==> config.mk <==
export PLATFORM = sky130hd
export DESIGN_NAME = cse_exec
export DESIGN_NICKNAME = d
export VERILOG_FILES = /design/src/cse_pkg.sv /design/src/cse_file_ram.sv /design/src/cse_alu.sv /design/src/cse_exec.sv
export SDC_FILE = /design/constraint.sdc
export NUM_CORES = 2
export LEC_CHECK = 0
export ABC_AREA = 1
export BUFFER_PORTS_ARGS = -buffer_cell sky130_fd_sc_hd__buf_4
export CELL_PAD_IN_SITES_DETAIL_PLACEMENT = 1
export CELL_PAD_IN_SITES_GLOBAL_PLACEMENT = 2
export CORE_ASPECT_RATIO = 0.8
export CORE_MARGIN = 5
export CORE_UTILIZATION = 40
export CTS_CLUSTER_SIZE = 30
export DETAILED_ROUTE_END_ITERATION = 8
export HOLD_SLACK_MARGIN = 0.02
export PLACE_DENSITY = 0.79
export SLEW_MARGIN = 20
export SYNTH_ARGS = -nofsm -noshare
export SYNTH_HDL_FRONTEND = slang
export SYNTH_SLANG_ARGS = --single-unit
==> constraint.sdc <==
create_clock -name clk -period 12.3 [get_ports clk]
set_input_delay 1.23 -clock clk [delete_from_list [all_inputs] [get_ports clk]]
set_output_delay 1.23 -clock clk [all_outputs]
set_load 0.05 [all_outputs]
==> src/cse_pkg.sv <==
// Shared constants, types and helpers of the execution block
package cse_pkg;
  localparam int DATA_W = 8;
  localparam int FADDR_W = 7;
  localparam int FILE_DEPTH = 128;
  localparam int PADDR_W = 8;
  // Register offsets
  localparam logic [7:0] OFF_INSTR = 8'h00;
  localparam logic [7:0] OFF_ACC = 8'h04;
  localparam logic [7:0] OFF_STATUS = 8'h08;
  localparam logic [7:0] OFF_WDOG = 8'h0C;
  localparam logic [7:0] OFF_DIR = 8'h10;
  localparam logic [7:0] OFF_FADDR = 8'h14;
  localparam logic [7:0] OFF_FDATA = 8'h18;
  // Instruction word fields
  localparam int INSTR_OP_POS = 0;
  localparam int INSTR_DEST_POS = 4;
  localparam int INSTR_FILE_POS = 8;
  localparam int INSTR_LIT_POS = 16;
  // Status word fields
  localparam int ST_C_POS = 0;
  localparam int ST_DC_POS = 1;
  localparam int ST_Z_POS = 2;
  localparam int ST_PD_POS = 3;
  localparam int ST_TO_POS = 4;
  // Direction and watchdog word fields
  localparam int DIR_A_POS = 0;
  localparam int DIR_B_POS = 8;
  localparam int DIR_C_POS = 16;
  localparam int WDOG_CNT_POS = 0;
  localparam int WDOG_PRE_POS = 8;
  // Reset and clear values
  localparam logic [7:0] ACC_RST = 8'h00;
  localparam logic [7:0] DIR_RST = 8'hFF;
  localparam logic [7:0] FILE_RST = 8'h00;
  localparam logic [7:0] WDOG_CLEAR = 8'h00;
  localparam logic [7:0] WDOG_PRE_LAST = 8'hFF;
  localparam logic [6:0] FADDR_RST = 7'h00;
  localparam logic PD_RST = 1'b1;
  localparam logic TO_RST = 1'b1;
  // Direction-load operand codes
  localparam logic [6:0] DIR_SEL_A = 7'h05;
  localparam logic [6:0] DIR_SEL_B = 7'h06;
  localparam logic [6:0] DIR_SEL_C = 7'h07;

  typedef enum logic [3:0] {
    OP_NOP,
    OP_ROTATE_RIGHT_CARRY,
    OP_SLEEP,
    OP_LITERAL_MINUS_ACC,
    OP_FILE_MINUS_ACC,
    OP_FILE_MINUS_ACC_BORROW,
    OP_NIBBLE_SWAP,
    OP_PIN_DIRECTION_LOAD,
    OP_XOR_LITERAL_ACC
  } cse_op_t;

  typedef struct packed {
    logic [7:0] literal;
    logic [6:0] fileAddr;
    logic dest;
    cse_op_t op;
  } cse_instr_t;

  typedef struct packed {
    logic timeout;
    logic powerdown;
    logic zero;
    logic nibbleCarry;
    logic carry;
  } cse_flags_t;

  typedef struct packed {
    logic [7:0] result;
    logic wrAcc;
    logic wrFile;
    logic wrCarry;
    logic wrNibble;
    logic wrZero;
    logic carry;
    logic nibbleCarry;
    logic zero;
    logic sleep;
    logic [2:0] dirLoad;
  } cse_alu_out_t;

  // a - b - borrowIn, returns {nibble carry, carry, difference}
  function automatic logic [9:0] cse_sub(input logic [7:0] a, input logic [7:0] b,
                                         input logic borrowIn);
    logic [4:0] lo;
    logic [8:0] full;
    lo = {1'b0, a[3:0]} + {1'b0, ~b[3:0]} + {4'h0, ~borrowIn};
    full = {1'b0, a} + {1'b0, ~b} + {8'h00, ~borrowIn};
    return {lo[4], full[8], full[7:0]};
  endfunction
endpackage

==> src/cse_file_ram.sv <==
// File register storage, flip-flops addressed by index
`timescale 1ns/1ps
module cse_file_ram
  import cse_pkg::*;
(
  input wire logic clk,
  input wire logic nrst,
  input wire logic [cse_pkg::FADDR_W-1:0] rdAddr,
  output logic [cse_pkg::DATA_W-1:0] rdData,
  input wire logic wrEn,
  input wire logic [cse_pkg::FADDR_W-1:0] wrAddr,
  input wire logic [cse_pkg::DATA_W-1:0] wrData
);
  logic [DATA_W-1:0] mem [FILE_DEPTH];

  assign rdData = mem[rdAddr];

  always_ff @(posedge clk or negedge nrst)
  begin
    if (!nrst)
    begin
      for (int i = 0; i < FILE_DEPTH; i++)
      begin
        mem[i] <= FILE_RST;
      end
    end
    else if (wrEn)
    begin
      mem[wrAddr] <= wrData;
    end
  end
endmodule // cse_file_ram

==> src/cse_alu.sv <==
// Result and flag computation for one instruction
`timescale 1ns/1ps
module cse_alu
  import cse_pkg::*;
(
  input cse_pkg::cse_instr_t instr,
  input wire logic [cse_pkg::DATA_W-1:0] acc,
  input wire logic [cse_pkg::DATA_W-1:0] fileVal,
  input wire logic carryIn,
  output cse_pkg::cse_alu_out_t aluOut
);
  logic [9:0] subLit;
  logic [9:0] subFile;
  logic [9:0] subBorrow;

  assign subLit = cse_sub(instr.literal, acc, 1'b0);
  assign subFile = cse_sub(fileVal, acc, 1'b0);
  assign subBorrow = cse_sub(fileVal, acc, ~carryIn);

  always_comb
  begin
    aluOut = '0;
    unique case (instr.op)
      OP_NOP:
      begin
      end
      OP_ROTATE_RIGHT_CARRY:
      begin
        aluOut.result = {carryIn, fileVal[7:1]};
        aluOut.carry = fileVal[0];
        aluOut.wrCarry = 1'b1;
      end
      OP_SLEEP:
      begin
        aluOut.sleep = 1'b1;
      end
      OP_LITERAL_MINUS_ACC:
      begin
        {aluOut.nibbleCarry, aluOut.carry, aluOut.result} = subLit;
        {aluOut.wrCarry, aluOut.wrNibble, aluOut.wrZero} = 3'h7;
      end
      OP_FILE_MINUS_ACC:
      begin
        {aluOut.nibbleCarry, aluOut.carry, aluOut.result} = subFile;
        {aluOut.wrCarry, aluOut.wrNibble, aluOut.wrZero} = 3'h7;
      end
      OP_FILE_MINUS_ACC_BORROW:
      begin
        {aluOut.nibbleCarry, aluOut.carry, aluOut.result} = subBorrow;
        {aluOut.wrCarry, aluOut.wrNibble, aluOut.wrZero} = 3'h7;
      end
      OP_NIBBLE_SWAP:
      begin
        aluOut.result = {fileVal[3:0], fileVal[7:4]};
      end
      OP_PIN_DIRECTION_LOAD:
      begin
        aluOut.dirLoad = {instr.fileAddr == DIR_SEL_C, instr.fileAddr == DIR_SEL_B,
                          instr.fileAddr == DIR_SEL_A};
      end
      OP_XOR_LITERAL_ACC:
      begin
        aluOut.result = acc ^ instr.literal;
        aluOut.wrZero = 1'b1;
      end
      default:
      begin
      end
    endcase
    aluOut.zero = (aluOut.result == 8'h00);
    unique case (instr.op)
      OP_ROTATE_RIGHT_CARRY, OP_FILE_MINUS_ACC, OP_FILE_MINUS_ACC_BORROW, OP_NIBBLE_SWAP:
      begin
        aluOut.wrAcc = !instr.dest;
        aluOut.wrFile = instr.dest;
      end
      OP_LITERAL_MINUS_ACC, OP_XOR_LITERAL_ACC:
      begin
        aluOut.wrAcc = 1'b1;
      end
      default:
      begin
      end
    endcase
  end
endmodule // cse_alu

==> src/cse_exec.sv <==
// APB-reached execution datapath for rotate, sleep, subtract, swap, direction and xor
`timescale 1ns/1ps
// Summary of operation
// - Rotate file right through carry flag
// - Destination bit picks acc or file
// - Sleep clears power-down flag
// - Sleep sets time-out flag
// - Sleep clears watchdog counter and prescaler
// - Literal minus acc into acc, flags
// - File minus acc to destination, flags
// - File minus acc minus borrow, flags
// - Nibble swap to destination, flags kept
// - Direction load: 5, 6, 7 pick port
// - Xor literal into acc, zero only
module cse_exec
  import cse_pkg::*;
(
  input wire logic clk,
  input wire logic nrst,
  input wire logic psel,
  input wire logic penable,
  input wire logic pwrite,
  input wire logic [cse_pkg::PADDR_W-1:0] paddr,
  input wire logic [31:0] pwdata,
  output logic [31:0] prdata,
  output logic pready,
  output logic pslverr,
  output logic [cse_pkg::DATA_W-1:0] direction_port_a,
  output logic [cse_pkg::DATA_W-1:0] direction_port_b,
  output logic [cse_pkg::DATA_W-1:0] direction_port_c
);
  import cse_pkg::*;

  // ----------------------------------------
  // Bus decode
  // ----------------------------------------
  logic [DATA_W-1:0] acc;
  cse_flags_t flags;
  logic [DATA_W-1:0] wdCount;
  logic [DATA_W-1:0] wdPre;
  logic [FADDR_W-1:0] fileAddrReg;
  logic [DATA_W-1:0] fileRd;
  cse_instr_t newInstr;
  cse_alu_out_t aluOut;

  wire setupPhase = psel && !penable;
  wire apbWrite = psel && penable && pwrite;
  wire hitInstr = (paddr == OFF_INSTR);
  wire hitAcc = (paddr == OFF_ACC);
  wire hitStatus = (paddr == OFF_STATUS);
  wire hitWdog = (paddr == OFF_WDOG);
  wire hitDir = (paddr == OFF_DIR);
  wire hitFaddr = (paddr == OFF_FADDR);
  wire hitFdata = (paddr == OFF_FDATA);
  wire mapped = hitInstr | hitAcc | hitStatus | hitWdog | hitDir | hitFaddr | hitFdata;
  wire doExec = apbWrite && hitInstr;
  wire wrAccReg = apbWrite && hitAcc;
  wire wrStatus = apbWrite && hitStatus;
  wire wrFaddr = apbWrite && hitFaddr;
  wire wrFdata = apbWrite && hitFdata;

  assign pready = 1'b1;

  assign newInstr.op = cse_op_t'(pwdata[INSTR_OP_POS +: 4]);
  assign newInstr.dest = pwdata[INSTR_DEST_POS];
  assign newInstr.fileAddr = pwdata[INSTR_FILE_POS +: FADDR_W];
  assign newInstr.literal = pwdata[INSTR_LIT_POS +: DATA_W];

  // ----------------------------------------
  // Datapath
  // ----------------------------------------
  wire [FADDR_W-1:0] ramRdAddr = doExec ? newInstr.fileAddr : fileAddrReg;
  wire execFileWr = doExec && aluOut.wrFile;
  wire ramWrEn = execFileWr || wrFdata;
  wire [FADDR_W-1:0] ramWrAddr = execFileWr ? newInstr.fileAddr : fileAddrReg;
  wire [DATA_W-1:0] ramWrData = execFileWr ? aluOut.result : pwdata[DATA_W-1:0];

  cse_file_ram u_ram (
    .clk(clk),
    .nrst(nrst),
    .rdAddr(ramRdAddr),
    .rdData(fileRd),
    .wrEn(ramWrEn),
    .wrAddr(ramWrAddr),
    .wrData(ramWrData)
  );

  cse_alu u_alu (
    .instr(newInstr),
    .acc(acc),
    .fileVal(fileRd),
    .carryIn(flags.carry),
    .aluOut(aluOut)
  );

  wire execSleep = doExec && aluOut.sleep;
  wire [2:0] dirLoad = doExec ? aluOut.dirLoad : 3'h0;

  // ----------------------------------------
  // Next-state selection
  // ----------------------------------------
  wire [DATA_W-1:0] next_acc = (doExec && aluOut.wrAcc) ? aluOut.result :
                               wrAccReg ? pwdata[DATA_W-1:0] : acc;
  cse_flags_t next_flags;
  always_comb
  begin
    next_flags = flags;
    if (wrStatus)
    begin
      next_flags.carry = pwdata[ST_C_POS];
      next_flags.nibbleCarry = pwdata[ST_DC_POS];
      next_flags.zero = pwdata[ST_Z_POS];
    end
    if (doExec && aluOut.wrCarry)
    begin
      next_flags.carry = aluOut.carry;
    end
    if (doExec && aluOut.wrNibble)
    begin
      next_flags.nibbleCarry = aluOut.nibbleCarry;
    end
    if (doExec && aluOut.wrZero)
    begin
      next_flags.zero = aluOut.zero;
    end
    if (execSleep)
    begin
      next_flags.powerdown = 1'b0;
      next_flags.timeout = 1'b1;
    end
  end

  wire [DATA_W-1:0] next_wdPre = execSleep ? WDOG_CLEAR : DATA_W'(wdPre + 8'h01);
  wire [DATA_W-1:0] next_wdCount = execSleep ? WDOG_CLEAR :
                                   (wdPre == WDOG_PRE_LAST) ? DATA_W'(wdCount + 8'h01) :
                                   wdCount;

  logic [31:0] readMux;
  assign readMux = hitAcc ? {24'h000000, acc} :
                   hitStatus ? {27'h0000000, flags.timeout, flags.powerdown, flags.zero,
                                flags.nibbleCarry, flags.carry} :
                   hitWdog ? {16'h0000, wdPre, wdCount} :
                   hitDir ? {8'h00, direction_port_c, direction_port_b, direction_port_a} :
                   hitFaddr ? {25'h0000000, fileAddrReg} :
                   hitFdata ? {24'h000000, fileRd} : 32'h00000000;

  // ----------------------------------------
  // State registers
  // ----------------------------------------
  always_ff @(posedge clk or negedge nrst)
  begin
    if (!nrst)
    begin
      acc <= ACC_RST;
      flags <= '{timeout: TO_RST, powerdown: PD_RST, default: 1'b0};
      wdPre <= WDOG_CLEAR;
      wdCount <= WDOG_CLEAR;
      fileAddrReg <= FADDR_RST;
    end
    else
    begin
      acc <= next_acc;
      flags <= next_flags;
      wdPre <= next_wdPre;
      wdCount <= next_wdCount;
      fileAddrReg <= wrFaddr ? pwdata[FADDR_W-1:0] : fileAddrReg;
    end
  end

  always_ff @(posedge clk or negedge nrst)
  begin
    if (!nrst)
    begin
      direction_port_a <= DIR_RST;
      direction_port_b <= DIR_RST;
      direction_port_c <= DIR_RST;
    end
    else
    begin
      direction_port_a <= dirLoad[0] ? acc : direction_port_a;
      direction_port_b <= dirLoad[1] ? acc : direction_port_b;
      direction_port_c <= dirLoad[2] ? acc : direction_port_c;
    end
  end

  // Read data and error captured in the setup phase
  always_ff @(posedge clk or negedge nrst)
  begin
    if (!nrst)
    begin
      prdata <= 32'h00000000;
      pslverr <= 1'b0;
    end
    else if (setupPhase)
    begin
      prdata <= pwrite ? 32'h00000000 : readMux;
      pslverr <= !mapped;
    end
  end

  wire isOp0 = doExec && !newInstr.dest;
endmodule // cse_exec

---- Yosys cells after proc, flatten, opt, wreduce, memory -nomap -nowiden ----
Index checks and enable logic that the tools add are counted.
storage, ports and cells
  logic and storage cells ................. 252
  bits in latches ......................... 0
  bits of input ports ..................... 45
  memory bits (read-only) ................. 0
  register bits ........................... 1,116
  output and inout bits ................... 58
  RAM bits ................................ 0
  memories kept ........................... 0
operators by class
  reductions and logical operators ........ 31
  add/subtract/negate cells ............... 12
  $lt $le $gt $ge ......................... 3
  equality and inequality tests ........... 18
  bitwise logic cells ..................... 11
  div/mod/pow operators ................... 0
  $mul .................................... 0
  shifts and indexed selects .............. 0
  muxes and demuxes ....................... 36
operators by type and width
  operator                                                               number
  1024-bit bitwise mux                                                   1
  24-bit 2-to-1 mux                                                      5
  8-bit 2-to-1 mux                                                       11
  8-bit binary-select mux with 7-bit select                              1
  8-bit demux with 7-bit select                                          1
  8-bit one-hot mux with 6 select lines                                  1
  8-bit by 5-bit equality test with 1-bit output, second input constant  3
  7-bit by 3-bit equality test with 1-bit output, second input constant  3
  8-bit by 8-bit adder with 9-bit output                                 2
  9-bit by 1-bit adder with 9-bit output, second input constant          2
  8-bit by 1-bit adder with 8-bit output, second input constant          2
  4-bit by 3-bit equality test with 1-bit output, second input constant  4
  8-bit by 4-bit equality test with 1-bit output, second input constant  2
  8-bit >= comparator, second input constant                             2
  8-bit zero test                                                        2
  7-bit inverter with 8-bit output                                       2
  1-bit logical AND                                                      15
  7-bit 2-to-1 mux                                                       2
  4-bit OR reduction                                                     3
  4-bit by 4-bit adder with 5-bit output                                 2
  5-bit by 1-bit adder with 5-bit output, second input constant          2
  2-bit nonzero test                                                     5
  9-bit by 1-bit adder with 9-bit output                                 1
  3-bit 2-to-1 mux                                                       3
  other kinds (19)                                                       34

---- Logic depth before layout (Yosys ltp) ----
  word-level depth ........................ 15
  depth in mapped cells ................... 39
  gate-level depth less buffers ........... 37

---- By module ----
Synthesis repeated with hierarchy kept, for this count alone.
unflattened totals
  cells, all modules ...................... 6,766
  area, all modules ....................... 52,880.7 um^2
by module, submodules not included
  module        cells each  times used  area an instance (um^2)  sequential area each (um^2)
  cse_file_ram  5,846       1           46,587.2                 25,624.6
  cse_exec      581         1           4,563.1                  2,133.3
  cse_alu       339         1           1,730.4                  0.0

---- Least setup slack after synthesis ----
Ideal clock, no wire load.
  path kind ............................... in2reg
  start ................................... input paddr[4] in the netlist's numbering
  end ..................................... register u_ram.mem[182] in the netlist's numbering
  setup slack ............................. 6.801 ns
  setup time .............................. 0.132 ns
  required time ........................... 12.168 ns
  path buffers ............................ 5
  cell stages on the path ................. 35
  arrival ................................. 5.367 ns
  cell sequence ........................... nor2_1 nand2_2 nor2_4 nand2_2 buf_6 o21ai_2 buf_2 buf_2 nand3_1 nand3_1 nand3_1 nand3_1 nand3_1 nand3_1 nand2_2 ha_1 fa_1 nand3_1 nand3_1 a21oi_1 o21bai_1 xnor2_1 nand3b_1 inv_1 nand2_1 nand2_1 o221ai_1 nor2_1 nand2_1 nor2_1 nand2_1 o21ai_1 buf_4 buf_2 o21ai_1
between the ends
  longest elaborated chain between the ends .. 12
  elaborated cells between the ends (all ways) .. 24
  those cells by class .................... add/sub: 3; order compare: 2; eq/ne: 1; mux: 10; bitwise: 2; reduce/logical: 6
RTL lines
  element                                                 line                source
  start: declaration                                      cse_exec.sv:23      input wire logic [cse_pkg::PADDR_W-1:0] paddr,
  8-bit zero test                                         cse_exec.sv:48      wire hitInstr = (paddr == OFF_INSTR);
  1-bit logical AND                                       cse_exec.sv:56      wire doExec = apbWrite && hitInstr;
  7-bit 2-to-1 mux                                        cse_exec.sv:72      wire [FADDR_W-1:0] ramRdAddr = doExec ? newInstr.fileAddr : fileAddrReg;
  7-bit inverter with 8-bit output (not written as such)  cse_file_ram.sv:16  assign rdData = mem[rdAddr];
  8-bit binary-select mux with 7-bit select               cse_file_ram.sv:16
  8-bit 2-to-1 mux (not written as such) (2 in a row)     cse_file_ram.sv:16
  8-bit by 8-bit adder with 9-bit output                  cse_pkg.sv:93       full = {1'b0, a} + {1'b0, ~b} + {8'h00, ~borrowIn};
  9-bit by 1-bit adder with 9-bit output                  cse_pkg.sv:93
  8-bit one-hot mux with 6 select lines                   cse_alu.sv:23       unique case (instr.op)
  8-bit 2-to-1 mux                                        cse_exec.sv:76      wire [DATA_W-1:0] ramWrData = execFileWr ? aluOut.result : pwdata[DATA_W-1:0];
  1024-bit bitwise mux                                    cse_file_ram.sv:29  mem[wrAddr] <= wrData;
  end signal: indexed assignment                          cse_file_ram.sv:29
  end: declaration                                        cse_file_ram.sv:14  logic [DATA_W-1:0] mem [FILE_DEPTH];
Parallel ways exist; a longest one is shown, timed or not. The select of a mux whose other input is x is not followed.
A chain may end at the register's enable or synchronous reset.

---- Worst setup path after layout ----
  start ................................... input psel
  end ..................................... register u_ram.mem[22] in the netlist's numbering
between the ends
  longest elaborated chain between the ends .. 13
  elaborated cells between the ends (all ways) .. 24
  those cells by class .................... add/sub: 3; order compare: 2; mux: 10; bitwise: 2; reduce/logical: 7
RTL lines
  element                                                 line                source
  start: declaration                                      cse_exec.sv:20      input wire logic psel,
  1-bit logical AND * (2 in a row)                        cse_exec.sv:47      wire apbWrite = psel && penable && pwrite;
  1-bit logical AND                                       cse_exec.sv:56
  7-bit 2-to-1 mux                                        cse_exec.sv:72
  7-bit inverter with 8-bit output (not written as such)  cse_file_ram.sv:16
  8-bit binary-select mux with 7-bit select               cse_file_ram.sv:16
  8-bit 2-to-1 mux (not written as such) (2 in a row)     cse_file_ram.sv:16
  8-bit by 8-bit adder with 9-bit output                  cse_pkg.sv:93
  9-bit by 1-bit adder with 9-bit output                  cse_pkg.sv:93
  8-bit one-hot mux with 6 select lines                   cse_alu.sv:23
  8-bit 2-to-1 mux                                        cse_exec.sv:76
  1024-bit bitwise mux                                    cse_file_ram.sv:29
Every way passes the cells marked *; elsewhere a longest branch is shown, timed or not. The select of a mux whose other input is x is not followed.

==> reports/results.tsv <==
stage	metric	value	unit
global_route	grt_pass1_vias	45600	
floorplanning	std_cell_rows	119	
status	status	completed	
sta	max-slew-margin-rel	17.3	%
routing	route.detailed.wl_per_inst	22.1	microns
placed_design	placed_cell_area	0.0542	sq mm
sta	period_share	72.2	%
worst_hold_path	whs_endpoint	flags[3]	
clocking	cts_hold_buf	0	
synth	netlist_top_cells_count	2262 x nand2_1, 1130 x nand3_1, 1083 x dfrtp_1, 894 x o21ai_0, 337 x buf_2	
routing	drt_drc_violations_left	0	
placed_design	dpl.hpwl	107	mm
sta	hold_violations	0	
synth	synth_flop_cell	dfrtp_1	
sta	fmaxAchievable	113	MHz
routing	vias	45400	
clocking	htreeDepth	3	
global_route	grt_pass1_wl	284	mm
synth	ys_ff_latch	1108	
critical_path	crit_path_start	psel	
clocking	cts_tree	built	
critical_path	rrSetupSlack	4630	ps
clocking	clkTransAtPathRegs	70	ps
floorplanning	die_w	416	microns
global_route	grt_max_degree	160	
floorplanning	start_util	40.2	%
sta	worst_pin_slew	1240	ps
placed_design	portBuffers	84	
power_and_ir_drop	p_total	7.85	mW
worst_hold_path	hp-start	flags[3]	
worst_hold_path	holdPathStages	2	
critical_path	crit_required	12880	ps
cells_and_area	area_growth	10.7	%
clocking	clock-sinks	1108	
sta	postLayoutSetupSlackWorst	3420	ps
critical_path	critPathMaxFanout	101	
clocking	cts_made_buffers	121	
sta	rsz0062_at_grt	false	
floorplanning	die_y	335	microns
synth	synth_area_leaders	dfrtp_1 51%, nand2_1 16%, nand3_1 11%	
worst_hold_path	hold_path_class	flip-flop to flip-flop	
power_and_ir_drop	power_density	134	mW/mm^2
synth	synth_edf_count	0	
global_route	antenna_found_initial	3	
routing	dr.pass1.iters	5	
cells_and_area	nets	6428	
clocking	clk_latency	750	ps
routing	drtAntennaViolNets	0	
critical_path	r2r_end	u_ram.mem[22]	
routing	totalWireLength	182	mm
floorplanning	ios	103	
synth	syn_area	0.0528	sq mm
synth	synth.distinct_cells	55	
cells_and_area	antennaDiodeCount	0	
synth	synthCells	6575	
clocking	postCtsSetupRepairBufs	0	
sta	tns	0	ps
synth	yosysMostFrequentCell	nand2_1	
global_route	overflow	0	
power_and_ir_drop	leakagePower	25.4	nW
critical_path	cpMostUsedCell	nand2_1	
routing	drtIter0Drc	3582	
synth	ys_seq_area_share	52.6	%
critical_path	rr_startpoint	fileAddrReg[0]	
critical_path	crit_type	input port to flip-flop	
sta	slew_violations	0	
placed_design	place.gp.congestion	0.821	
critical_path	reg2reg_depth	30	
synth	synthArstFlopShare	100	%
critical_path	slowest_delay	870	ps
clocking	root_buffer	clkbuf_16	
global_route	grt_usage	25.8	%
sta	setup_violations	0	
routing	vias_per_cell	5.53	
sta	finClkSkew	29.5	ps
cells_and_area	drive_above_1_share	7.80	%
clocking	cts_max_path_buffers	3	
critical_path	crit_path_end_kind	flip-flop	
placed_design	pre_cts_ws	2810	ps
clocking	cts-resized-gates	0	
synth	yosysWarningCount	0	
flow_run	cap_viol_max_count	0	
floorplanning	die_area	0.139	sq mm
cells_and_area	postLayoutCellArea	0.0584	sq mm
power_and_ir_drop	ir_worst_vdd	0.123	mV
critical_path	crit_slowest_cell	buf_4	
synth	syn_area_per_cell	8.03	sq um
synth	yosys.area.top_type_share	51.3	%
critical_path	start_kind	input port	
floorplanning	core-area	0.131	sq mm
critical_path	crit_arrival	9460	ps
sta	finalCriticalPeriod	8880	ps
synth	yosys.area.top_type	dfrtp_1	
==> placed cells by master, fill, tap and decap left out, drive strengths merged, types with 2 or more instances in the layout <==
| cell type | count |
|---|---|
| nand2 | 2273 |
| nand3 | 1166 |
| o21ai | 1111 |
| dfrtp | 1083 |
| clkbuf | 188 |
| buf | 166 |
| inv | 133 |
| nor2 | 96 |
| a21oi | 47 |
| clkinv | 28 |
| dfstp | 25 |
| ha | 21 |
| nor3 | 20 |
| o22ai | 13 |
| bufinv | 10 |
| xor2 | 9 |
| a32o | 9 |
| conb | 9 |
| a32oi | 8 |
| nor4 | 7 |
| o31ai | 5 |
| o221ai | 5 |
| xnor2 | 3 |
| nand4 | 3 |
| o211ai | 3 |
| or2 | 3 |
| a311oi | 2 |
| a221oi | 2 |
| a22o | 2 |
| o2111ai | 2 |
| fa | 2 |
==> layer usage <==
metal	part of all wire (%)	track usage, %	up-vias
li1	-	-	21400
met5	0	0	-
met2	45	40.3	793
met3	4.0	3.39	202
met4	1.9	4.87	0
met1	49	38.8	23000
==> area by class of cell <==
class | instances | area, sq um
fill | 15700 | 72900
sequential | 1108 | 27800
multi-input combinational | 4831 | 22200
clock buffer | 188 | 3700
tap | 1754 | 2190
timing repair buffer | 166 | 1570
inverter | 132 | 500
clock inverter | 39 | 460
==> worst max-delay path by stage <==
stage          cells after the start        endpoint  slack (ps)
6_report                          36   u_ram.mem[22]        3420
5_1_grt                           35  u_ram.mem[142]        2950
4_1_cts                           35  u_ram.mem[142]        3590
3_5_place_dp                      35   u_ram.mem[22]        2810
3_3_place_gp                      34   u_ram.mem[22]        2980
2_1_floorplan                     35  u_ram.mem[182]        6800
==> sequential cells by signal, indices dropped and copies added, names as in the netlist <==
| register | count |
|---|---|
| u_ram.mem | 1024 |
| flags | 4 |
| prdata | 24 |
| pslverr | 1 |
| wdCount | 8 |
| direction_port_b | 8 |
| direction_port_c | 8 |
| wdPre | 8 |
| direction_port_a | 8 |
| fileAddrReg | 7 |
| acc | 8 |
==> worst max-delay path: cells and delay by family <==
family	cells	cell delay, ps
buffers and inverters	7	1960
xor gates and xnor gates	1	190
adders and majority gates	1	420
and+or+nand+nor	22	4420
AOI/OAI and AO/OA	5	960
==> logic make-up after synthesis <==
family / count (synthesis) / share of synthesized area (%)
compound gates: 1216 / 12.0
xor+xnor: 12 / 0.199
fa+ha+maj: 23 / 0.574
buf+inv: 643 / 5.63
flops: 1108 / 52.6
other cells: 2 / 0.0142
simple gates: 3571 / 29.0
==> per-stage QoR <==
stage	hold WS, ps	std cells	utilization [%]
2_1_floorplan	433	6582	-
3_3_place_gp	449	7989	41.3
3_5_place_dp	464	7989	41.3
4_1_cts	473	8216	44.4
5_1_grt	493	8218	44.5
6_report	466	8218	44.5
==> report_power, final <==
part / internal (mW) / switching, mW / total (mW)
Clock: 2.26 / 1.56 / 3.82
Sequential: 3.66 / 0.0115 / 3.67
Combinational: 0.0650 / 0.292 / 0.357
Total: 5.98 / 1.86 / 7.85
Power figures use the tool's default switching activity.
